==> config.mk <==
export PLATFORM = sky130hd
export DESIGN_NAME = fsp_dev_flat
export DESIGN_NICKNAME = d
export VERILOG_FILES = /design/src/rtl/fsp_pkg.sv /design/src/rtl/fsp_if.sv /design/src/rtl/fsp_dev.sv /design/src/flat_wrapper.sv
export VERILOG_INCLUDE_DIRS = /design/src /design/src/rtl
export SDC_FILE = /design/constraint.sdc
export NUM_CORES = 1
export LEC_CHECK = 0
export BUFFER_PORTS_ARGS = -buffer_cell sky130_fd_sc_hd__buf_2
export CORE_UTILIZATION = 54
export DETAILED_ROUTE_END_ITERATION = 7
export GPL_TIMING_DRIVEN = 0
export PLACE_DENSITY = 0.84
export SLEW_MARGIN = 10
export SYNTH_ARGS = -nofsm -noshare
export SYNTH_HDL_FRONTEND = slang
export SYNTH_SLANG_ARGS = --single-unit
==> constraint.sdc <==
create_clock -name i_clk -period 6.1 [get_ports i_clk]
set_input_delay 1.22 -clock i_clk [delete_from_list [all_inputs] [get_ports i_clk]]
set_output_delay 1.22 -clock i_clk [all_outputs]
set_load 0.02 [all_outputs]
==> src/rtl/fsp_defines.svh <==
`ifndef FSP_DEFINES_SVH
`define FSP_DEFINES_SVH

// Mode register addresses
`define FSP_MA_BURST        6'h01
`define FSP_MA_LATENCY      6'h02
`define FSP_MA_IO_DRIVE     6'h03
`define FSP_MA_TERM         6'h0B
`define FSP_MA_CMD_VREF     6'h0C
`define FSP_MA_CTRL         6'h0D
`define FSP_MA_DATA_VREF    6'h0E
`define FSP_MA_RANK_TERM    6'h16

// Set point control fields
`define FSP_CTL_VREF_CURRENT_MODE_BIT    3
`define FSP_CTL_ACC_BIT     6
`define FSP_CTL_OP_BIT      7

// Command reference voltage fields
`define FSP_VREF_SET_MSB    5
`define FSP_VREF_RANGE_BIT  6

// Reset values: unterminated, low-frequency operation
`define FSP_RST_BURST       8'h00
`define FSP_RST_LATENCY     8'h00
`define FSP_RST_IO_DRIVE    8'h31
`define FSP_RST_TERM        8'h00
`define FSP_RST_CMD_VREF    8'h4D
`define FSP_RST_DATA_VREF   8'h4D
`define FSP_RST_RANK_TERM   8'h00
`define FSP_RST_CTRL        8'h00

// Timing, in units as printed
`define FSP_CLK_PS          4000
`define FSP_T_SHORT_NS      200
`define FSP_T_MIDDLE_NS     200
`define FSP_T_LONG_NS       250
`define FSP_T_CKV_PS        7500
`define FSP_T_CKV_NCK       4

// Derived cycle counts, least times rounded up
`define FSP_CYC_SHORT   ((`FSP_T_SHORT_NS * 1000 + `FSP_CLK_PS - 1) / `FSP_CLK_PS)
`define FSP_CYC_MIDDLE  ((`FSP_T_MIDDLE_NS * 1000 + `FSP_CLK_PS - 1) / `FSP_CLK_PS)
`define FSP_CYC_LONG    ((`FSP_T_LONG_NS * 1000 + `FSP_CLK_PS - 1) / `FSP_CLK_PS)
`define FSP_CYC_CKV_NS  ((`FSP_T_CKV_PS + `FSP_CLK_PS - 1) / `FSP_CLK_PS)
`define FSP_CYC_CKV     ((`FSP_CYC_CKV_NS > `FSP_T_CKV_NCK) ? `FSP_CYC_CKV_NS : `FSP_T_CKV_NCK)

`endif

==> src/rtl/fsp_pkg.sv <==
// Purpose: Shared types for the set point mode register bank
// Assumes: Constants come from fsp_defines.svh
// Notes:   Seven duplicated registers per copy
`include "fsp_defines.svh"
package fsp_pkg;
    localparam int NREG = 7;

    typedef enum logic [1:0] {
        FSP_CASE_SHORT,
        FSP_CASE_MIDDLE,
        FSP_CASE_LONG
    } fsp_case_e;

    typedef logic [NREG-1:0][7:0] fsp_bank_t;

    // Maps an address onto a copy slot; slot 4'hF when not duplicated
    function automatic logic [3:0] fsp_slot(input logic [5:0] ma);
        logic [3:0] s;
        s = 4'hF;
        case (ma)
            `FSP_MA_BURST:     s = 4'h0;
            `FSP_MA_LATENCY:   s = 4'h1;
            `FSP_MA_IO_DRIVE:  s = 4'h2;
            `FSP_MA_TERM:      s = 4'h3;
            `FSP_MA_CMD_VREF:  s = 4'h4;
            `FSP_MA_DATA_VREF: s = 4'h5;
            `FSP_MA_RANK_TERM: s = 4'h6;
            default:           s = 4'hF;
        endcase
        return s;
    endfunction : fsp_slot

    // Switching case from the two command reference voltage values
    function automatic fsp_case_e fsp_case(input logic [7:0] a, input logic [7:0] b);
        logic [5:0] d;
        fsp_case_e  c;
        d = (a[5:0] > b[5:0]) ? (a[5:0] - b[5:0]) : (b[5:0] - a[5:0]);
        if (a[6] != b[6]) begin
            c = FSP_CASE_LONG;
        end else if (d > 6'h01) begin
            c = FSP_CASE_MIDDLE;
        end else begin
            c = FSP_CASE_SHORT;
        end
        return c;
    endfunction : fsp_case

    function automatic logic [7:0] fsp_cycles(input fsp_case_e c);
        logic [7:0] n;
        case (c)
            FSP_CASE_LONG:   n = 8'(`FSP_CYC_LONG);
            FSP_CASE_MIDDLE: n = 8'(`FSP_CYC_MIDDLE);
            default:         n = 8'(`FSP_CYC_SHORT);
        endcase
        return n;
    endfunction : fsp_cycles
endpackage : fsp_pkg

==> src/rtl/fsp_if.sv <==
// Purpose: Mode register command link between controller and device
// Assumes: Both ends on i_clk
// Notes:   Read data returns one cycle after the read command
`timescale 1ns/1ns
interface fsp_if;
    logic       mrw;
    logic       mrr;
    logic [5:0] ma;
    logic [7:0] op;
    logic       rd_valid;
    logic [7:0] rd_data;
    logic       ck_valid;

    modport ctl (output mrw, output mrr, output ma, output op, output ck_valid,
                 input rd_valid, input rd_data);
    modport dev (input mrw, input mrr, input ma, input op, input ck_valid,
                 output rd_valid, output rd_data);
endinterface : fsp_if

==> src/rtl/fsp_dev.sv <==
// Purpose: Device end, two copies of frequency dependent mode registers
// Assumes: Controller honours switch time and clock validity
// Notes:   Operating outputs are registered and switch in one edge
`timescale 1ns/1ns
`include "fsp_defines.svh"
module fsp_dev (
    input  wire logic              i_clk,
    input  wire logic              i_rst,
    fsp_if.dev                     link,
    output logic [7:0]             o_burst,
    output logic [7:0]             o_latency,
    output logic [7:0]             o_io_drive,
    output logic [7:0]             o_term,
    output logic [7:0]             o_cmd_vref,
    output logic [7:0]             o_data_vref,
    output logic [7:0]             o_rank_term,
    output logic                   o_operating_copy,
    output logic                   o_access_copy,
    output logic                   o_vref_current_mode,
    output logic                   o_switching,
    output fsp_pkg::fsp_case_e     o_switch_case,
    output logic                   o_cmd_refused
);
    localparam fsp_pkg::fsp_bank_t RST_BANK = {
        `FSP_RST_RANK_TERM, `FSP_RST_DATA_VREF, `FSP_RST_CMD_VREF, `FSP_RST_TERM,
        `FSP_RST_IO_DRIVE, `FSP_RST_LATENCY, `FSP_RST_BURST};

    fsp_pkg::fsp_bank_t   bank_q [2];
    fsp_pkg::fsp_bank_t   act_q;
    logic [7:0]           ctl_q;
    logic [7:0]           cnt_q;
    fsp_pkg::fsp_case_e   case_q;
    logic                 rd_valid_q;
    logic [7:0]           rd_data_q;
    logic                 refused_q;
    logic [3:0]           slot;
    logic                 acc_sel;
    logic                 op_sel;
    logic                 busy;
    logic                 cmd_ok;
    logic                 ctl_wr;
    logic                 op_change;
    logic [7:0]           op_sel_d;

    // Decoded command strobes and switch figures
    logic                 wr_hit;
    logic                 rd_hit;
    logic                 refused_d;
    logic [7:0]           rd_mux;
    fsp_pkg::fsp_case_e   sw_case;
    logic [7:0]           sw_cycles;

    assign slot    = fsp_pkg::fsp_slot(link.ma);
    assign acc_sel = ctl_q[`FSP_CTL_ACC_BIT];
    assign op_sel  = ctl_q[`FSP_CTL_OP_BIT];
    assign busy    = (cnt_q != 8'h00);
    // Commands inside the switch window are dropped, not queued
    assign cmd_ok  = !busy;
    assign ctl_wr  = link.mrw && cmd_ok && (link.ma == `FSP_MA_CTRL);
    assign op_sel_d  = ctl_wr ? link.op : ctl_q;
    assign op_change = ctl_wr && (link.op[`FSP_CTL_OP_BIT] != op_sel);
    assign wr_hit    = link.mrw && cmd_ok;
    assign rd_hit    = link.mrr && cmd_ok;
    assign refused_d = busy && (link.mrw || link.mrr);

    // Case is judged from both copies, so either switch direction gives the same wait
    assign sw_case   = fsp_pkg::fsp_case(bank_q[0][4], bank_q[1][4]);
    assign sw_cycles = fsp_pkg::fsp_cycles(sw_case);

    // Control register holds both selectors in separate bits
    always_ff @(posedge i_clk or posedge i_rst) begin
        if (i_rst) begin
            ctl_q <= `FSP_RST_CTRL;
        end else if (ctl_wr) begin
            ctl_q <= link.op;
        end
    end

    // One write port per copy and slot; a copy is written only when selected
    genvar c;
    genvar r;
    generate
        for (c = 0; c < 2; c++) begin : g_copy
            for (r = 0; r < fsp_pkg::NREG; r++) begin : g_reg
                logic wr_en;
                // Access bit alone picks the copy; the operating bit has no say here
                assign wr_en = wr_hit && (slot == 4'(r)) && (acc_sel == 1'(c));
                always_ff @(posedge i_clk or posedge i_rst) begin
                    if (i_rst) begin
                        bank_q[c][r] <= RST_BANK[r];
                    end else if (wr_en) begin
                        bank_q[c][r] <= link.op;
                    end
                end
            end
        end
    endgenerate

    // Whole copy is loaded in one edge, so no mixed set is ever seen
    always_ff @(posedge i_clk or posedge i_rst) begin
        if (i_rst) begin
            act_q <= RST_BANK;
        end else begin
            act_q <= bank_q[op_sel_d[`FSP_CTL_OP_BIT]];
        end
    end

    // Case is kept for the whole window and after it
    always_ff @(posedge i_clk or posedge i_rst) begin
        if (i_rst) begin
            case_q <= fsp_pkg::FSP_CASE_SHORT;
        end else if (op_change) begin
            case_q <= sw_case;
        end
    end

    // Switch window length follows the reference voltage step
    always_ff @(posedge i_clk or posedge i_rst) begin
        if (i_rst) begin
            cnt_q <= 8'h00;
        end else if (op_change) begin
            cnt_q <= sw_cycles;
        end else if (busy) begin
            cnt_q <= cnt_q - 8'h01;
        end
    end

    // Refused command is flagged for one cycle
    always_ff @(posedge i_clk or posedge i_rst) begin
        if (i_rst) begin
            refused_q <= 1'b0;
        end else begin
            refused_q <= refused_d;
        end
    end

    // Reads return the copy under the access bit, or the control register; other addresses read zero
    always_comb begin
        rd_mux = 8'h00;
        if (link.ma == `FSP_MA_CTRL) begin
            rd_mux = ctl_q;
        end else if (slot != 4'hF) begin
            rd_mux = bank_q[acc_sel][slot[2:0]];
        end
    end

    // Answer pulse one cycle after an accepted read
    always_ff @(posedge i_clk or posedge i_rst) begin
        if (i_rst) begin
            rd_valid_q <= 1'b0;
        end else begin
            rd_valid_q <= rd_hit;
        end
    end

    // Read data is held until the next accepted read
    always_ff @(posedge i_clk or posedge i_rst) begin
        if (i_rst) begin
            rd_data_q <= 8'h00;
        end else if (rd_hit) begin
            rd_data_q <= rd_mux;
        end
    end

    assign link.rd_valid       = rd_valid_q;
    assign link.rd_data        = rd_data_q;

    // Operating image, all from one register so the set never mixes
    assign o_burst             = act_q[0];
    assign o_latency           = act_q[1];
    assign o_io_drive          = act_q[2];
    assign o_term              = act_q[3];
    assign o_cmd_vref          = act_q[4];
    assign o_data_vref         = act_q[5];
    assign o_rank_term         = act_q[6];

    // Selector levels and switch window status
    assign o_operating_copy    = op_sel;
    assign o_access_copy       = acc_sel;
    assign o_vref_current_mode = ctl_q[`FSP_CTL_VREF_CURRENT_MODE_BIT];
    assign o_switching         = busy;
    assign o_switch_case       = case_q;
    assign o_cmd_refused       = refused_q;
endmodule : fsp_dev

==> src/flat_wrapper.sv <==
// flat-port wrapper written by rule: the top's interface ports become plain ports
module fsp_dev_flat 
  (i_clk, i_rst, o_burst, o_latency, o_io_drive, o_term, o_cmd_vref, o_data_vref, o_rank_term, o_operating_copy, o_access_copy, o_vref_current_mode, o_switching, o_switch_case, o_cmd_refused, link_mrw, link_mrr, link_ma, link_op, link_ck_valid, link_rd_valid, link_rd_data);
  fsp_if link_i ();
  input  wire logic i_clk;
  input  wire logic i_rst;
  output logic [7:0] o_burst;
  output logic [7:0] o_latency;
  output logic [7:0] o_io_drive;
  output logic [7:0] o_term;
  output logic [7:0] o_cmd_vref;
  output logic [7:0] o_data_vref;
  output logic [7:0] o_rank_term;
  output logic o_operating_copy;
  output logic o_access_copy;
  output logic o_vref_current_mode;
  output logic o_switching;
  output fsp_pkg::fsp_case_e o_switch_case;
  output logic o_cmd_refused;
  input wire logic [$bits(link_i.mrw)-1:0] link_mrw;
  input wire logic [$bits(link_i.mrr)-1:0] link_mrr;
  input wire logic [$bits(link_i.ma)-1:0] link_ma;
  input wire logic [$bits(link_i.op)-1:0] link_op;
  input wire logic [$bits(link_i.ck_valid)-1:0] link_ck_valid;
  output wire logic [$bits(link_i.rd_valid)-1:0] link_rd_valid;
  output wire logic [$bits(link_i.rd_data)-1:0] link_rd_data;
  assign link_i.mrw = link_mrw;
  assign link_i.mrr = link_mrr;
  assign link_i.ma = link_ma;
  assign link_i.op = link_op;
  assign link_i.ck_valid = link_ck_valid;
  assign link_rd_valid = link_i.rd_valid;
  assign link_rd_data = link_i.rd_data;
  fsp_dev u_core (.i_clk(i_clk), .i_rst(i_rst), .link(link_i), .o_burst(o_burst), .o_latency(o_latency), .o_io_drive(o_io_drive), .o_term(o_term), .o_cmd_vref(o_cmd_vref), .o_data_vref(o_data_vref), .o_rank_term(o_rank_term), .o_operating_copy(o_operating_copy), .o_access_copy(o_access_copy), .o_vref_current_mode(o_vref_current_mode), .o_switching(o_switching), .o_switch_case(o_switch_case), .o_cmd_refused(o_cmd_refused));
endmodule
# Yosys cells after proc, flatten, opt, wreduce, memory -nomap -nowiden
# Index checks and enable logic that the tools add are counted.
[totals]
reg_bits = 196
wordCells = 106
in_bits = 19
[op_classes]
add_sub_neg = 3
muxes = 18
magnitude_cmp = 5
eq_ne = 18
reduce_logical = 31
bitwise = 3
[op_table]
columns = ["cell", "n"]
rows = [
  ["$mux W56", 6],
  ["$mux W8", 6],
  ["$pmux W4 S7", 1],
  ["$logic_and A1 B1 Y1", 26],
  ["$bmux W8 S3", 1],
  ["$eq A6 B4 Y1 const B", 4],
  ["$eq A4 B3 Y1 const B", 3],
  ["$eq A6 B2 Y1 const B", 2],
  ["$sub A6 B6 Y6", 2],
  ["$eq A4 B2 Y1 const B", 2],
  ["$reduce_bool A8 Y1", 1],
  ["$sub A8 B1 Y8 const B", 1],
  ["$eq A6 B1 Y1 const B", 1],
  ["$eq A6 B5 Y1 const B", 1],
  ["$gt A6 B1 Y1 const B", 1],
  ["$gt A6 B6 Y1", 1],
  ["$mux W6", 1],
  ["$eq A4 B1 Y1 const B", 1],
  ["$ge A2 B2 Y1 const B", 2],
  ["$logic_not A4 Y1", 1],
  ["$lt A3 B4 Y1 const B", 1],
  ["$mux W4", 1],
  ["$ne A4 B4 Y1 const B", 1],
  ["$not A1 Y2", 2],
  ["8 further kinds", 9],
]

# Logic depth before layout (Yosys ltp)
[depth]
word_depth = 9
mapped_depth = 10
depth_no_buf = 10

# Worst setup path before layout
# OpenSTA, ideal clock, no wires.
[synth_timing]
path_kind = "input -> register"
startpoint = "in link_ma[5]"
endpoint = "reg u_core.bank_q[64] in the netlist's numbering"
n_path_buf = 2
required_ns = 5.975
setup_ns = 0.125
t_arrival_ns = 3.108
path_slack_ns = 2.867
stages = 6
path_cell_list = "clkbuf_1 > or3b_1 > or3_1 > buf_2 > nor4_4 > mux2_2"
[synth_via]
elab_chain_cells = 5
elab_cells_between_ends = 11
[synth_lines]
columns = ["item", "line_no", "text"]
rows = [
  ["from (decl)", "flat_wrapper.sv:22", "input wire logic [$bits(link_i.ma)-1:0] link_ma;"],
  ["$eq A6 B5 Y1, or another cell as far along", "fsp_pkg.sv:20", "case (ma)"],
  ["$pmux W4 S7 *", "fsp_pkg.sv:20", ""],
  ["$eq A4 B1 Y1 *", "fsp_dev.sv:87", "assign wr_en = wr_hit && (slot == 4'(r)) && (acc_sel == 1'(c));"],
  ["$logic_and A1 B1 Y1 * (2 in a row)", "fsp_dev.sv:87", ""],
  ["to (signal, indexed assignment)", "fsp_dev.sv:90", "bank_q[c][r] <= RST_BANK[r];"],
  ["to (signal, indexed assignment)", "fsp_dev.sv:92", "bank_q[c][r] <= link.op;"],
  ["to (decl)", "fsp_dev.sv:28", "fsp_pkg::fsp_bank_t bank_q [2];"],
]
# Every way passes the cells marked *; elsewhere a longest branch is shown, timed or not.
# A chain may end at the register's enable or synchronous reset.

# Worst setup path after layout
[layout_timing]
startpoint = "reg u_core.cnt_q[0]"
endpoint = "out o_switching"
[layout_via]
elab_chain_cells = 1
[layout_lines]
columns = ["item", "line_no", "text"]
rows = [
  ["from (decl)", "fsp_dev.sv:31", "logic [7:0] cnt_q;"],
  ["from (signal assigned)", "fsp_dev.sv:122", "cnt_q <= sw_cycles;"],
  ["from (signal assigned)", "fsp_dev.sv:124", "cnt_q <= cnt_q - 8'h01;"],
  ["$reduce_bool A8 Y1", "fsp_dev.sv:56", "assign busy = (cnt_q != 8'h00);"],
  ["to (decl)", "flat_wrapper.sv:17", "output logic o_switching;"],
]
# No other way between the ends.

==> run summary <==
DR iter-0 viols: 558
Final net count: 862
Synth Instances: 716
Most frequent cells in the layout: mux2_2 (179), dfrtp_1 (163), buf_2 (101), dfstp_2 (33), nand2_1 (28)
EDFF count, synth: 0
Register area share after synthesis: 52.55%
DRC violations left: 0
CTS H-tree depth: 4
Root buffer cell: clkbuf_16
Switching Share: 27.52%
Worst-path maximum fanout: 8
Later-pin clock latency in the skew report: 0.44 ns
Mux contribution to synthesized area: 25.71%
Routed vias/inst: 6.096
Largest cells by area after synthesis: dfrtp_1 (43%), mux2_2 (21%), dfstp_2 (9.2%)
Hold buffers post-CTS: 0
Max Buffers Root-to-Sink: 2
Synth Flop Type: dfrtp_1
Setup-failing EPs final: 0
Share of total power in combinational logic: 10.9%
PnR worst setup slack: 2.390 ns
Pins Over Slew Limit: 0
RR Startpoint: u_core.ctl_q[6]
Setup Buffers After CTS: 0
Largest family of logic cells by synthesized area: multiplexers
Area delta synth->final: 14.98%
Initial antenna violation count: 1
Status: finished clean
PortBufs: 88
Max_slew headroom: 17.88%
Unique masters post-synth: 70
Clock share of power: 38.6%
CTS resizes: 0
Placement Setup Slack: 2.248 ns
Largest area contributor in the netlist: dfrtp_1
Slowest stage delay, CP: 0.40 ns
Layout filler cell count: 1,310
CP startpoint: u_core.cnt_q[0]
First-pass GRT wire length: 37,730 um
Endpoints failing hold: 0
Core ar.: 16,820 um2
Sw Pwr: 0.0007668 W
Clock Sinks: 196
FP Rows: 47
Internal power: 0.002019 W
CP cell instances: inv_1 -> ha_1 -> nor4b_2 -> and2_1 -> buf_2 -> clkinv_1 -> buf_2
CTS buffer count: 17
Compound-cell area share of the yosys netlist: 7.178%
Share of layout cells above drive strength 1: 45.61%
Post-Route WL: 24,300 um
Synth Area in XOR/XNOR: 0.9305%
Worst-path clk slew: 0.08 ns
Synth top area share: 43.33%
Slew @ Worst Pin: 1.218 ns
Routed vias: 6,480
#FFs+latches synth: 196
Crit path top cell by count: buf_2
Slowest CP cell: dfrtp_1
P_leak: 5.104 nW
P per Cell Area: 257.4 nW/um2
Worst min path class: register to register
Post-Synth Adder-Cell Area: 2.127%
Die Wd: 134.0 um
Hold Startpoint: u_core.ctl_q[2]
First-pass DRT Iterations: 5
Power share of the sequential group: 50.5%
Worst setup path category: register to output pin
Synth warnings: 0
Max cap viols: 0
Initial Util: 55.97%
Hpwl dp: 16,980 um
Final period utilization: 60.81%
Largest net degree at the start of global routing: 35
Clock Skews: 0.01189 ns
RSZ-0062 raised after global routing: false
# IOs: 91
Routability-driven placement congestion ratio: 0.9222
Die area: 17,960 um2
Crit path DAT: 2.49 ns
CP Capture Type: output pin
Total global routing overflow: 0
TritonCTS clock tree: done
Worst VDD drop: 0.1775 mV
Mapped Nets: 749
Avg Inst Size Synth: 13.15 um2
Syn Std Cell Area: 9413 um2
Leading cell type in the layout, fill and taps excluded: mux2_2
Post-route setup TNS: 0 ns
Final core utilization: 64.35%
Vias in the first global route: 6,655
Routed Antenna Nets: 0
Simple-Gate Fraction of Synth Area: 8.707%
Ys async rst share: 100.0%
Startpoint types: register
Die height: 134.0 um
Critical Path RT: 4.88 ns
Gr usage total: 28.34%
Final min period: 3.710 ns
Fmax: 269.6 MHz
Routed length per instance: 22.86 um
-- synthesized netlist by cell type, types with 5 or more instances --
| cell | n |
|---|---|
| nor2b_1 | 15 |
| mux2_2 | 179 |
| mux4_2 | 6 |
| o21ai_0 | 15 |
| ha_1 | 12 |
| dfstp_2 | 33 |
| nand2_1 | 28 |
| mux2_1 | 5 |
| nor2_1 | 17 |
| buf_2 | 13 |
| clkbuf_1 | 18 |
| nor3_1 | 11 |
| buf_1 | 9 |
| a221oi_1 | 6 |
| xor2_1 | 6 |
| dfrtp_1 | 163 |
| a211oi_1 | 13 |
| nor2_4 | 9 |
| a21oi_1 | 18 |
| inv_1 | 22 |
| mux2i_1 | 19 |
| or3_1 | 5 |
-- area by class of cell --
| type | count | area (um2) | share of cell area [%] |
|---|---|---|---|
| repair buffers | 94 | 568.0 | 5.249 |
| well taps | 220 | 275.3 | 2.543 |
| inverters | 23 | 90.09 | 0.8324 |
| clock buffers | 19 | 442.9 | 4.092 |
| diodes | 1 | 2.502 | 0.02312 |
| plain buffers | 41 | 177.7 | 1.642 |
| multi-input cells | 456 | 4203 | 38.83 |
| flip-flops and latches | 196 | 4946 | 45.70 |
| clock inverters | 13 | 117.6 | 1.087 |
-- worst max-delay path, delay by kind of cell (launching register included) --
kind,cells,cell delay [ns]
adders and majority gates,1,0.22
DFF,1,0.40
and+or+nand+nor,2,0.46
buffers and inverters,4,0.97
-- metal layers --
metal | share of wire, % | global-route usage (%)
met1 | 41 | 35.91
met5 | 0 | 0
met3 | 5.8 | 5.782
met2 | 49 | 46.89
met4 | 3.9 | 13.05
-- sequential cells by signal, summed over array words and instances, names as in the netlist --
| name | flops |
|---|---|
| u_core.o_term | 8 |
| u_core.o_cmd_refused | 1 |
| u_core.o_switch_case | 2 |
| u_core.o_cmd_vref | 8 |
| u_core.ctl_q | 8 |
| u_core.link.rd_valid | 1 |
| u_core.bank_q | 112 |
| u_core.o_rank_term | 8 |
| u_core.cnt_q | 8 |
| u_core.o_latency | 8 |
| u_core.link.rd_data | 8 |
| u_core.o_burst | 8 |
| u_core.o_data_vref | 8 |
| u_core.o_io_drive | 8 |
-- kinds of logic after synthesis --
| logic type | after synthesis |
|---|---|
| muxes | 210 |
| DFF | 196 |
| and+or+nand+nor | 126 |
| AOI/OAI and AO/OA | 95 |
| buffers and inverters | 64 |
| adders and majority gates | 15 |
| xor gates and xnor gates | 10 |
-- power groups by stage --
stage | combinational (W) | sequential (W) | clock, W
2_1_floorplan | 0.000169 | 0.00145 | 0
3_3_place_gp | 0.000284 | 0.00143 | 0
3_5_place_dp | 0.000303 | 0.00143 | 0
4_1_cts | 0.000304 | 0.00141 | 0.00109
5_1_grt | 0.000333 | 0.00141 | 0.00113
6_report | 0.000305 | 0.00141 | 0.00107
-- stage by stage --
step	cell area, um2	instances	power (W)	hold slack (ns)
detailed placement	10260	1030	0.001732	0.4890
finish	10820	1063	0.002786	0.5089
CTS	10820	1062	0.002795	0.5070
global route	10820	1063	0.002880	0.5160
global placement	10130	1024	0.001710	0.4789
floorplan	9417	716	0.001616	0.4706
-- final timing paths --
kind / slack, ns / depth (start not counted) / end
setup / recovery: 2.39 / 7 / o_switching
hold / removal: 0.51 / 1 / u_core.ctl_q[2]
setup reg to reg: 2.82 / 7 / u_core.link.rd_data[0]
hold reg to reg: 0.51 / 1 / u_core.ctl_q[2]
max in group asynchronous: 4.37 / 4 / u_core.o_cmd_vref[6]
min in group asynchronous: 0.86 / 2 / u_core.link.rd_data[1]
Power figures use the tool's default switching activity.
